**config.mk**
```make
export PLATFORM = sky130hd
export DESIGN_NAME = ecn_pin_steering
export DESIGN_NICKNAME = d
export VERILOG_FILES = /design/src/hdl/ecn_pkg.sv /design/src/hdl/ecn_smc_if.sv /design/src/hdl/ecn_card_steer.sv /design/src/hdl/ecn_flash_steer.sv /design/src/hdl/ecn_pin_steering.sv
export SDC_FILE = /design/constraint.sdc
export NUM_CORES = 1
export LEC_CHECK = 0
export BUFFER_PORTS_ARGS = -buffer_cell sky130_fd_sc_hd__buf_2
export CORE_MARGIN = 1
export CORE_UTILIZATION = 35
export DETAILED_ROUTE_END_ITERATION = 16
export GPL_ROUTABILITY_DRIVEN = 0
export HOLD_SLACK_MARGIN = 0.08
export PLACE_DENSITY_LB_ADDON = 0.1
export SLEW_MARGIN = 20
export SYNTH_ARGS = -nofsm -noshare
export SYNTH_HDL_FRONTEND = slang
export SYNTH_SLANG_ARGS = --single-unit
export TNS_END_PERCENT = 100
```
**constraint.sdc**
```tcl
create_clock -name clock -period 3.9 [get_ports clock]
set_clock_uncertainty 0.2 [all_clocks]
set_input_delay 1.17 -clock clock [delete_from_list [all_inputs] [get_ports clock]]
set_output_delay 1.17 -clock clock [all_outputs]
set_load 0.02 [all_outputs]
```
**src/hdl/ecn_pkg.sv**
```systemverilog
// How it works
// - I/O and True IDE modes put controller strobes on card I/O pins only.
// - Memory modes put controller strobes on card memory pins; I/O pins stay idle.
// - Card assign bit dedicates chip select four or five to a card slot.
// - Shared pins carry card signals on card access, normal signals otherwise.
// - Card slot 0 select follows chip select four exactly.
// - Card read/not-write stays valid throughout the transfer.
// - Flash assign bit enables flash logic for the 0x4000_0000 region.
// - While chip select three is active with the address in the flash region, strobes go to flash pins.
// - Flash strobes drop at once when address leaves chip select three space.
// - Flash address and command latches come from address bits 21 and 22.
// - Chip select 0 resets to byte select, 16-bit, read/write by chip select.
// - DRAM assign bit gives chip select 1 to the DRAM controller.
// - Address bits 23:21 decode the five card modes.
// - Address bit 22 drives card register select except in True IDE, alternate True IDE and undefined modes.
// - Card enables come from byte 0 select and write 1 (fixed in True IDE, alternate True IDE and undefined modes), only inside the card select window.
package ecn_pkg;
    localparam int ADDR_W = 26;
    localparam int BUS_ADDR_W = 32;
    localparam int NUM_CS = 6;
    localparam int MODE_LSB = 21;
    localparam int MODE_MSB = 23;
    localparam int REG_SEL_BIT = 22;
    localparam int ALE_BIT = 21;
    localparam int CLE_BIT = 22;
    localparam int A25_BIT = 25;
    localparam int REGION_LSB = 28;
    localparam int REGION_MSB = 31;
    localparam logic [3:0] FLASH_REGION = 4'h4;
    localparam logic [2:0] MODE_ATTR = 3'h0;
    localparam logic [2:0] MODE_COMMON = 3'h2;
    localparam logic [2:0] MODE_IO = 3'h4;
    localparam logic [2:0] MODE_IDE = 3'h6;
    localparam logic [2:0] MODE_ALT_IDE = 3'h7;
    localparam int CS_BOOT = 0;
    localparam int CS_DRAM = 1;
    localparam int CS_FLASH = 3;
    localparam int CS_CARD0 = 4;
    localparam int CS_CARD1 = 5;
    localparam logic [1:0] DBW_8 = 2'h0;
    localparam logic [1:0] DBW_16 = 2'h1;
    localparam logic [1:0] DBW_32 = 2'h2;
    localparam logic [1:0] RST_CS0_WIDTH = DBW_16;
    localparam logic RST_CS0_BYTE_SELECT = 1'b1;
    localparam logic RST_CS0_RW_BY_CS = 1'b1;
    localparam logic RST_STROBE_N = 1'b1;
    localparam logic [NUM_CS-1:0] RST_CS_N = 6'h3F;

    typedef enum logic [2:0] {
        ecn_mode_attr,
        ecn_mode_common,
        ecn_mode_io,
        ecn_mode_ide,
        ecn_mode_alt_ide,
        ecn_mode_none
    } ecn_card_mode_t;

    function automatic ecn_card_mode_t ecn_decode_mode(input logic [2:0] sel);
        case (sel)
            MODE_ATTR: return ecn_mode_attr;
            MODE_COMMON: return ecn_mode_common;
            MODE_IO: return ecn_mode_io;
            MODE_IDE: return ecn_mode_ide;
            MODE_ALT_IDE: return ecn_mode_alt_ide;
            default: return ecn_mode_none;
        endcase
    endfunction

    function automatic logic ecn_in_flash_region(input logic [BUS_ADDR_W-1:0] a);
        return a[REGION_MSB:REGION_LSB] == FLASH_REGION;
    endfunction
endpackage

```
**src/hdl/ecn_smc_if.sv**
```systemverilog
interface ecn_smc_if;
    import ecn_pkg::*;
    logic [NUM_CS-1:0] cs_n;
    logic rd_n;
    logic wr0_n;
    logic wr1_n;
    logic wr3_n;
    logic bs0_n;
    logic write;
    logic [ADDR_W-1:0] addr;
    logic [BUS_ADDR_W-1:0] bus_addr;
    modport source(output cs_n, rd_n, wr0_n, wr1_n, wr3_n, bs0_n, write, addr, bus_addr);
    modport sink(input cs_n, rd_n, wr0_n, wr1_n, wr3_n, bs0_n, write, addr, bus_addr);
endinterface

```
**src/hdl/ecn_card_steer.sv**
```systemverilog
module ecn_card_steer (
    ecn_smc_if.sink smc,                  // Controller strobes and address
    input wire logic cs4_assign,          // Slot 0 owns chip select four
    input wire logic cs5_assign,          // Slot 1 owns chip select five
    output logic card_access,             // A card slot select is active
    output ecn_pkg::ecn_card_mode_t mode, // Decoded card mode
    output logic oe_n,                    // Card memory output enable
    output logic we_n,                    // Card memory write enable
    output logic ior_n,                   // Card I/O read
    output logic iow_n,                   // Card I/O write
    output logic ce1_n,                   // Card enable one
    output logic ce2_n,                   // Card enable two
    output logic reg_n                    // Card register select
);
    import ecn_pkg::*;
    logic slot_sel_n;

    always_comb begin
        slot_sel_n = ~((cs4_assign & ~smc.cs_n[CS_CARD0]) | (cs5_assign & ~smc.cs_n[CS_CARD1]));
        card_access = ~slot_sel_n;
        mode = ecn_decode_mode(smc.addr[MODE_MSB:MODE_LSB]);
        oe_n = RST_STROBE_N;
        we_n = RST_STROBE_N;
        ior_n = RST_STROBE_N;
        iow_n = RST_STROBE_N;
        ce1_n = 1'b1;
        ce2_n = 1'b1;
        reg_n = smc.addr[REG_SEL_BIT];
        unique case (mode)
            ecn_mode_attr, ecn_mode_common: begin
                oe_n = smc.rd_n;
                we_n = smc.wr0_n;
                ce1_n = smc.bs0_n;
                ce2_n = smc.wr1_n;
            end
            ecn_mode_io: begin
                ior_n = smc.rd_n;
                iow_n = smc.wr0_n;
                ce1_n = smc.bs0_n;
                ce2_n = smc.wr1_n;
            end
            ecn_mode_ide, ecn_mode_alt_ide: begin
                oe_n = 1'b0;
                we_n = 1'b1;
                ior_n = smc.rd_n;
                iow_n = smc.wr0_n;
                reg_n = 1'b1;
                ce1_n = (mode == ecn_mode_alt_ide);
                ce2_n = (mode == ecn_mode_ide);
            end
            ecn_mode_none: begin
                reg_n = 1'b1;
            end
        endcase
        // Enables only move inside the slot select window
        ce1_n = ce1_n | slot_sel_n;
        ce2_n = ce2_n | slot_sel_n;
    end
endmodule

```
**src/hdl/ecn_flash_steer.sv**
```systemverilog
module ecn_flash_steer (
    ecn_smc_if.sink smc,     // Controller strobes and address
    input wire logic assign_en, // Chip select three owned by flash
    output logic active,     // Flash access in progress
    output logic oe_n,       // Flash output enable
    output logic we_n,       // Flash write enable
    output logic ale,        // Flash address latch enable
    output logic cle         // Flash command latch enable
);
    import ecn_pkg::*;

    always_comb begin
        active = assign_en & ~smc.cs_n[CS_FLASH]
            & ecn_in_flash_region(smc.bus_addr);
        oe_n = active ? smc.rd_n : RST_STROBE_N;
        we_n = active ? smc.wr0_n : RST_STROBE_N;
        ale = assign_en & smc.addr[ALE_BIT];
        cle = assign_en & smc.addr[CLE_BIT];
    end
endmodule

```
**src/hdl/ecn_pin_steering.sv**
```systemverilog
module ecn_pin_steering (
    input wire logic clock,                               // System bus clock
    input wire logic reset,                               // Async reset, high
    input wire logic cs1_dram_assign_bit,                 // Chip select 1 to DRAM
    input wire logic cs3_flash_assign_bit,                // Chip select 3 to flash
    input wire logic cs4_card_assign_bit,                 // Chip select 4 to slot 0
    input wire logic cs5_card_assign_bit,                 // Chip select 5 to slot 1
    input wire logic [ecn_pkg::NUM_CS-1:0] smc_cs_n,      // Controller chip selects
    input wire logic dram_cs_n,                           // DRAM controller select
    input wire logic static_read_strobe_n,                // Controller read strobe
    input wire logic static_write0_strobe_n,              // Controller write 0
    input wire logic static_write1_byte1_select_n,        // Controller write 1 / byte 1
    input wire logic static_write3_byte3_select_n,        // Controller write 3 / byte 3
    input wire logic static_byte0_select_n,               // Controller byte 0 select
    input wire logic transfer_write,                      // Transfer is a write
    input wire logic [ecn_pkg::ADDR_W-1:0] smc_address,   // External address
    input wire logic [ecn_pkg::BUS_ADDR_W-1:0] bus_address, // System transfer address
    input wire logic cs0_mode_load,                       // Load chip select 0 mode
    input wire logic cs0_byte_select_in,                  // New byte select mode
    input wire logic [1:0] cs0_bus_width_in,              // New bus width code
    input wire logic cs0_rw_by_cs_in,                     // New read/write by select
    output logic [ecn_pkg::NUM_CS-1:0] chip_select_n,     // Chip select pins
    output logic read_or_card_oe_n,                       // Read / card memory OE pin
    output logic write0_or_card_we_n,                     // Write 0 / card memory WE pin
    output logic write1_or_card_ior_n,                    // Write 1 / card I/O read pin
    output logic write3_or_card_iow_n,                    // Write 3 / card I/O write pin
    output logic addr25_or_card_rnw,                      // A25 / card read-not-write pin
    output logic [ecn_pkg::ADDR_W-2:0] address_out,       // Address pins below A25
    output logic card_enable_one_n,                       // Card enable one
    output logic card_enable_two_n,                       // Card enable two
    output logic card_register_select_n,                  // Card register select
    output logic flash_output_enable_n,                   // Flash output enable
    output logic flash_write_enable_n,                    // Flash write enable
    output logic flash_addr_latch,                        // Flash address latch
    output logic flash_cmd_latch,                         // Flash command latch
    output logic cs0_byte_select_mode,                    // Boot select byte mode
    output logic [1:0] cs0_bus_width,                     // Boot select width code
    output logic cs0_rw_by_chip_select                    // Boot select read/write style
);
    import ecn_pkg::*;

    ecn_smc_if smc ();
    ecn_card_mode_t card_mode;
    logic card_access;
    logic card_oe_n;
    logic card_we_n;
    logic card_ior_n;
    logic card_iow_n;
    logic card_ce1_n;
    logic card_ce2_n;
    logic card_reg_n;
    logic flash_active;
    logic flash_oe_n;
    logic flash_we_n;
    logic flash_ale;
    logic flash_cle;
    logic card_rnw;
    logic next_card_rnw;
    logic [NUM_CS-1:0] next_cs_n;

    assign smc.cs_n = smc_cs_n;
    assign smc.rd_n = static_read_strobe_n;
    assign smc.wr0_n = static_write0_strobe_n;
    assign smc.wr1_n = static_write1_byte1_select_n;
    assign smc.wr3_n = static_write3_byte3_select_n;
    assign smc.bs0_n = static_byte0_select_n;
    assign smc.write = transfer_write;
    assign smc.addr = smc_address;
    assign smc.bus_addr = bus_address;

    ecn_card_steer u_card (
        .smc(smc.sink),
        .cs4_assign(cs4_card_assign_bit),
        .cs5_assign(cs5_card_assign_bit),
        .card_access(card_access),
        .mode(card_mode),
        .oe_n(card_oe_n),
        .we_n(card_we_n),
        .ior_n(card_ior_n),
        .iow_n(card_iow_n),
        .ce1_n(card_ce1_n),
        .ce2_n(card_ce2_n),
        .reg_n(card_reg_n)
    );

    ecn_flash_steer u_flash (
        .smc(smc.sink),
        .assign_en(cs3_flash_assign_bit),
        .active(flash_active),
        .oe_n(flash_oe_n),
        .we_n(flash_we_n),
        .ale(flash_ale),
        .cle(flash_cle)
    );

    // Direction follows the controller while a card is selected and holds between
    assign next_card_rnw = card_access ? ~transfer_write : card_rnw;

    always_comb begin
        next_cs_n = smc_cs_n;
        // Card selects pass the chip select waveform unchanged
        next_cs_n[CS_CARD0] = smc_cs_n[CS_CARD0];
        next_cs_n[CS_CARD1] = smc_cs_n[CS_CARD1];
        next_cs_n[CS_DRAM] = cs1_dram_assign_bit ? dram_cs_n : smc_cs_n[CS_DRAM];
    end

    // All pins are registered together so their mutual timing is kept
    always_ff @(posedge clock or posedge reset) begin
        if (reset) begin
            chip_select_n <= RST_CS_N;
        end else begin
            chip_select_n <= next_cs_n;
        end
    end

    always_ff @(posedge clock or posedge reset) begin
        if (reset) begin
            read_or_card_oe_n <= RST_STROBE_N;
            write0_or_card_we_n <= RST_STROBE_N;
            write1_or_card_ior_n <= RST_STROBE_N;
            write3_or_card_iow_n <= RST_STROBE_N;
            addr25_or_card_rnw <= 1'b0;
            address_out <= '0;
        end else begin
            read_or_card_oe_n <= card_access ? card_oe_n : static_read_strobe_n;
            write0_or_card_we_n <= card_access ? card_we_n : static_write0_strobe_n;
            write1_or_card_ior_n <= card_access ? card_ior_n
                : static_write1_byte1_select_n;
            write3_or_card_iow_n <= card_access ? card_iow_n
                : static_write3_byte3_select_n;
            addr25_or_card_rnw <= card_access ? next_card_rnw
                : smc_address[A25_BIT];
            address_out <= smc_address[ADDR_W-2:0];
        end
    end

    always_ff @(posedge clock or posedge reset) begin
        if (reset) begin
            card_rnw <= 1'b1;
            card_enable_one_n <= 1'b1;
            card_enable_two_n <= 1'b1;
            card_register_select_n <= 1'b1;
        end else begin
            card_rnw <= next_card_rnw;
            card_enable_one_n <= card_ce1_n;
            card_enable_two_n <= card_ce2_n;
            card_register_select_n <= card_reg_n;
        end
    end

    always_ff @(posedge clock or posedge reset) begin
        if (reset) begin
            flash_output_enable_n <= RST_STROBE_N;
            flash_write_enable_n <= RST_STROBE_N;
            flash_addr_latch <= 1'b0;
            flash_cmd_latch <= 1'b0;
        end else begin
            flash_output_enable_n <= flash_oe_n;
            flash_write_enable_n <= flash_we_n;
            flash_addr_latch <= flash_ale;
            flash_cmd_latch <= flash_cle;
        end
    end

    always_ff @(posedge clock or posedge reset) begin
        if (reset) begin
            cs0_byte_select_mode <= RST_CS0_BYTE_SELECT;
            cs0_bus_width <= RST_CS0_WIDTH;
            cs0_rw_by_chip_select <= RST_CS0_RW_BY_CS;
        end else if (cs0_mode_load) begin
            cs0_byte_select_mode <= cs0_byte_select_in;
            cs0_bus_width <= cs0_bus_width_in;
            cs0_rw_by_chip_select <= cs0_rw_by_cs_in;
        end
    end

    logic boot_untouched;
    always_ff @(posedge clock or posedge reset) begin
        if (reset) begin
            boot_untouched <= 1'b1;
        end else if (cs0_mode_load) begin
            boot_untouched <= 1'b0;
        end
    end
endmodule

```
# Word-level counts from Yosys, hierarchy flattened
# Index checks and enable logic that the tools add are counted.
[classes]
eq_ne = 10
n_mux = 17
n_bitwise = 14
reduce_logical = 7
[ops]
columns = ["cell", "count"]
rows = [
  ["3-bit equality test, second input constant", 5],
  ["3-bit case mux with 5 select lines", 1],
  ["1-bit 2-to-1 mux", 13],
  ["3-bit by 2-bit equality test with 1-bit output, second input constant", 3],
  ["3-bit OR reduction", 3],
  ["1-bit AND", 6],
  ["3-bit zero test", 2],
  ["1-bit case mux with 2 select lines", 3],
  ["1-bit inverter", 5],
  ["4-bit by 3-bit equality test with 1-bit output, second input constant", 1],
  ["2-bit OR reduction", 2],
  ["3-bit by 1-bit equality test with 1-bit output, second input constant", 1],
  ["1-bit OR", 3],
]
[totals]
register_bits = 48
input_bits = 82
word_cells = 66

# Logic depth before layout (Yosys ltp)
[logic_depth]
depth_word = 6
depth_mapped = 4
ltp_nobuf = 3

# Hierarchy
# From an unflattened synthesis, not the netlist that was laid out.
[unflattened]
cells_unflattened = 87
area_unflattened_um2 = 1515.2
[modules_own_cells]
columns = ["module", "n_inst", "cells_each", "area_each_um2"]
rows = [
  ["ecn_pin_steering", 1, 61, 1345.0],
  ["ecn_card_steer", 1, 18, 115.1],
  ["ecn_flash_steer", 1, 8, 55.1],
]

# Least setup slack after synthesis
# Ideal clock, no wire load.
[synth_timing]
kind = "in2reg"
from = "in cs4_card_assign_bit"
to = "reg write1_or_card_ior_n"
t_arrival_ns = 1.809
required_ns = 3.620
setup_slack_ns = 1.811
path_stages = 4
n_path_buf = 1
path_cell_list = "nor2b_1 or2_1 buf_6 o22a_1"
[synth_between]
elab_chain_cells = 3
[synth_rtl]
columns = ["element", "line_no", "text"]
rows = [
  ["from (decl)", "ecn_pin_steering.sv:6", "input wire logic cs4_card_assign_bit,"],
  ["1-bit AND", "ecn_card_steer.sv:19", "slot_sel_n = ~((cs4_assign & ~smc.cs_n[CS_CARD0]) | (cs5_assign & ~smc.cs_n[CS_CARD1]));"],
  ["1-bit OR", "ecn_card_steer.sv:19", ""],
  ["1-bit 2-to-1 mux", "ecn_pin_steering.sv:127", "write1_or_card_ior_n <= card_access ? card_ior_n"],
  ["to (signal assigned)", "ecn_pin_steering.sv:127", ""],
  ["to (decl)", "ecn_pin_steering.sv:25", "output logic write1_or_card_ior_n,"],
]
# No other way between the ends.
# A chain may end at the register's enable or synchronous reset.

# Final worst setup path
[layout_timing]
from = "reg cs0_byte_select_mode"
to = "out cs0_byte_select_mode"
[layout_lines]
columns = ["element", "line_no", "text"]
rows = [
  ["from (decl)", "ecn_pin_steering.sv:36", "output logic cs0_byte_select_mode,"],
  ["from (signal assigned)", "ecn_pin_steering.sv:171", "cs0_byte_select_mode <= cs0_byte_select_in;"],
]
# No word-level cell between the ends.

==> results summary <==
The fill cell instance count of the final layout is 359. 129 I/O pins were placed. The critical hold path startpoint is cs0_bus_width[1]$_DFFE_PP0P_. Of the synthesized area, sequential elements account for 82.9%.

The horizontal die dimension is 66.3 um. The number of slew-limit violations in the final report is 0. The effective utilization at floorplan is 38.0%.

The number of distinct library cells after synthesis is 22. The top fanout value on the critical path came out at 2. For the final routed database, the setup TNS stands at 0 ps. The number of endpoints with negative hold slack in the final report is 0. The clock-pin transition on the worst setup and hold timing paths is 80 ps.

The count of buffer and inverter cells on the critical path came out at 1. The relative max-transition margin came out at 40.0%. In the synthesized netlist the async set-or-reset flop fraction comes to 100%. The signal on the critical path passes through buf_2. The kind of launch point of the worst setup path is a flop.

The combinational share of power came out at 12.5%. The leakage power of the design is 1.06 nW. The hold buffer count at CTS came out at 0. The cell area power density is 475 mW/mm^2. The global-route total usage across every layer is 13.3%.

The final core area utilization came out at 55.5%. The clock period minus final worst setup slack came out at 2360 ps. The proportion of power drawn by flip-flops and latches came out at 52.9%. The number of violations reported at the end of detailed-routing iteration 0 is 29. Of all cell types, the one taking the most synthesized area is dfrtp_1. Ranked by total cell area, the synthesized netlist is headed by dfrtp_1 (50%), dfstp_2 (33%), mux2_2 (3.9%), or2_2 (1.7%), and2_1 (1.3%). The kind of cell with the highest combined delay along the critical path is flip-flops. The nature of the critical path endpoint is an output port. The region available for standard cell placement spans 0.00380 mm^2. The net switching component of the power is 235 uW. Setup repair after global routing left no endpoint under its margin. In this design, the stage delay of the slowest critical-path cell is 530 ps. The worst-case IR drop observed on VDD is 0.206 mV. The final period utilization came out at 60.4%. The share of post-route cells with drive strength above 1 is 73.8%. Among all cell types in the netlist, the one instantiated most often is dfrtp_1.

At the worst endpoint, the required time is 2530 ps. The worst register-to-register path begins at cs0_bus_width[1]$_DFFE_PP0P_. The number of diodes came out at 0. The internal power is 767 uW. Clock tree synthesis found a total of 47 sinks.

The total congestion overflow is 0. The first global-routing pass estimated 4130 um of wire. The wire length reported by the detailed router is 2790 um. The max capacitance violation total came out at 0.

The count of cells resized by post-cts repair is 0. A synthesized cell averages 18.1 um^2. The count of H-tree levels built during CTS came out at 2.

The register-to-register setup slack came out at 2960 ps. The wire length per cell is 11.9 um. The top flip-flop cell by instance count after synthesis is dfrtp_1. The min-delay analysis places its worst path in the category reg -> reg. The vertical extent of the die is 66.3 um. The number of iterations in the first detailed-routing pass is 4. For the pin with the worst max-slew slack, the measured transition is 899 ps.

The number of remaining DRC errors is 0. Counting flops with a built-in enable in the synthesized netlist gives 0. The power share of the clock group came out at 34.6%. The share of the synthesized area in the top cell type came out at 50.2%. The number of I/O port buffers is 100. The detail route stage leaves a number of antenna-violating nets equal to 0. The number of placed instances, taps included is 227. The maximum buffer depth of the clock tree is 2. The worst register-to-register path ends at cs0_bus_width[1]$_DFFE_PP0P_. TritonCTS built the clock tree. The final hold slack is 309 ps. The area of all placed cells without fillers is 0.00211 mm^2.

The critical path is of the reg -> out type. The post-synthesis to final-layout area growth came out at 46.0%. The overall die area is 0.00439 mm^2.

The number of nets in the layout came out at 268. When the netlist entered floorplanning its net count stood at 162. Following the worst setup path forward leads to its endpoint at cs0_byte_select_mode. The number of buffers inserted by post-CTS setup repair is 0.

Synthesis produced a netlist whose cell count is 80. The placement row count is 22. The synthesized design contains 47 register bits.

Entering global routing, the biggest net connects 48 pins. The buffer type at the clock tree root is clkbuf_8. The flow ran to the end, and the final reports show no timing, DRC or antenna violations. In this run the worst setup path begins at cs0_byte_select_mode$_DFFE_PP1P_. The highest achievable clock rate is 0.425 GHz. The number of buffers created by CTS came out at 5. For this run, the number of Yosys warnings is 0. Leaving out filler cells and counting taps, the final layout contains 235. The number of antenna violations at the first check in global routing came out at 0. Setup violations remaining at the end of the flow were counted as 0. The average via count per standard cell is 4.32. Data arrives at the worst endpoint at 990 ps.

The insertion delay of the later-clocked pin in the worst-skew pair is 290 ps. The placed wire-length estimate is 2220 um. The commonest cells after synthesis are dfrtp_1 (29), dfstp_2 (18), mux2_2 (5). The cell area after placement came out at 0.00199 mm^2. The cell area after technology mapping came out at 0.00145 mm^2. The count of cells along the worst register-to-register path came out at 1. Detailed routing inserted a total of 1015 vias. The number of global-route vias before repair came out at 915. The largest individual stage delay along the critical path comes from the cell dfstp_2. The path length in cells of the critical path is 1. The switching power share of the total is 23.5%.
[power groups by stage]
stage	clock network (mW)	registers, mW	logic, mW
after floorplan	0	0.579	0.0271
after global routing	0.384	0.533	0.136
after global placement	0	0.539	0.125
final	0.347	0.531	0.125
after CTS	0.362	0.531	0.128
after detailed placement	0	0.540	0.128
[placed cells by master (no fill, tap or decap), types with 2 or more instances in the layout]
| cell type | instances |
|---|---|
| nand2_1 | 2 |
| and2_1 | 3 |
| mux2_2 | 5 |
| dfstp_2 | 18 |
| dfrtp_1 | 29 |
| inv_1 | 2 |
| clkbuf_8 | 5 |
| o22a_1 | 2 |
| buf_2 | 100 |
| or2_2 | 4 |
[final cells by class]
cell class / instances / area (um^2) / share of cell area [%]
flip-flops and latches: 47 / 1200 / 56.8
multi-input cells: 29 / 224 / 10.6
repair buffers: 100 / 500 / 23.7
clock buffers: 5 / 68.8 / 3.26
well taps: 48 / 60.1 / 2.85
inverters: 3 / 11.3 / 0.534
clock inverters: 3 / 46.3 / 2.19
[through the flow]
| stage | worst slack (ps) | power, mW |
|---|---|---|
| CTS | 1530 | 1.02 |
| global placement | 1640 | 0.664 |
| detailed placement | 1630 | 0.668 |
| global route | 1500 | 1.05 |
| finish | 1540 | 1.00 |
| floorplan | 1440 | 0.607 |
[layer usage]
metal	track usage [%]	wire length, um	vias to the layer above	share of wire [%]
met5	0	0	-	0
met2	22.7	1410	63	50
li1	-	-	471	-
met1	13.3	981	476	35
met4	5.59	51	0	1.8
met3	7.41	350	5	13
[worst min-delay path by stage]
| stage | end | slack (ps) | cells after the start |
|---|---|---|---|
| floorplan | cs0_bus_width[1]$_DFFE_PP0P_ | 440 | 1 |
| global placement | cs0_bus_width[1]$_DFFE_PP0P_ | 290 | 1 |
| detailed placement | cs0_bus_width[1]$_DFFE_PP0P_ | 300 | 1 |
| CTS | cs0_bus_width[1]$_DFFE_PP0P_ | 320 | 1 |
| global route | cs0_bus_width[1]$_DFFE_PP0P_ | 340 | 1 |
| finish | cs0_bus_width[1]$_DFFE_PP0P_ | 310 | 1 |
[sequential cells by signal (all words and copies together) (netlist names)]
signal and count:
cs0_rw_by_chip_select 1, card_enable_two_n 1, flash_cmd_latch 1, addr25_or_card_rnw 1, address_out 25, card_register_select_n 1, chip_select_n 6, read_or_card_oe_n 1
flash_addr_latch 1, flash_write_enable_n 1, cs0_byte_select_mode 1, write3_or_card_iow_n 1, cs0_bus_width 2, write1_or_card_ior_n 1, write0_or_card_we_n 1, card_enable_one_n 1
flash_output_enable_n 1
[logic make-up (layout without fill, tap and decap cells)]
| kind of cell | Yosys count | in the layout | share of synthesized area (%) |
|---|---|---|---|
| compound gates | 7 | 7 | 3.81 |
| buf+inv | 4 | 111 | 1.56 |
| mux | 6 | 6 | 4.59 |
| flops | 47 | 47 | 82.9 |
| simple gates | 16 | 16 | 7.10 |
No activity file was read; power rests on OpenSTA's default activity.
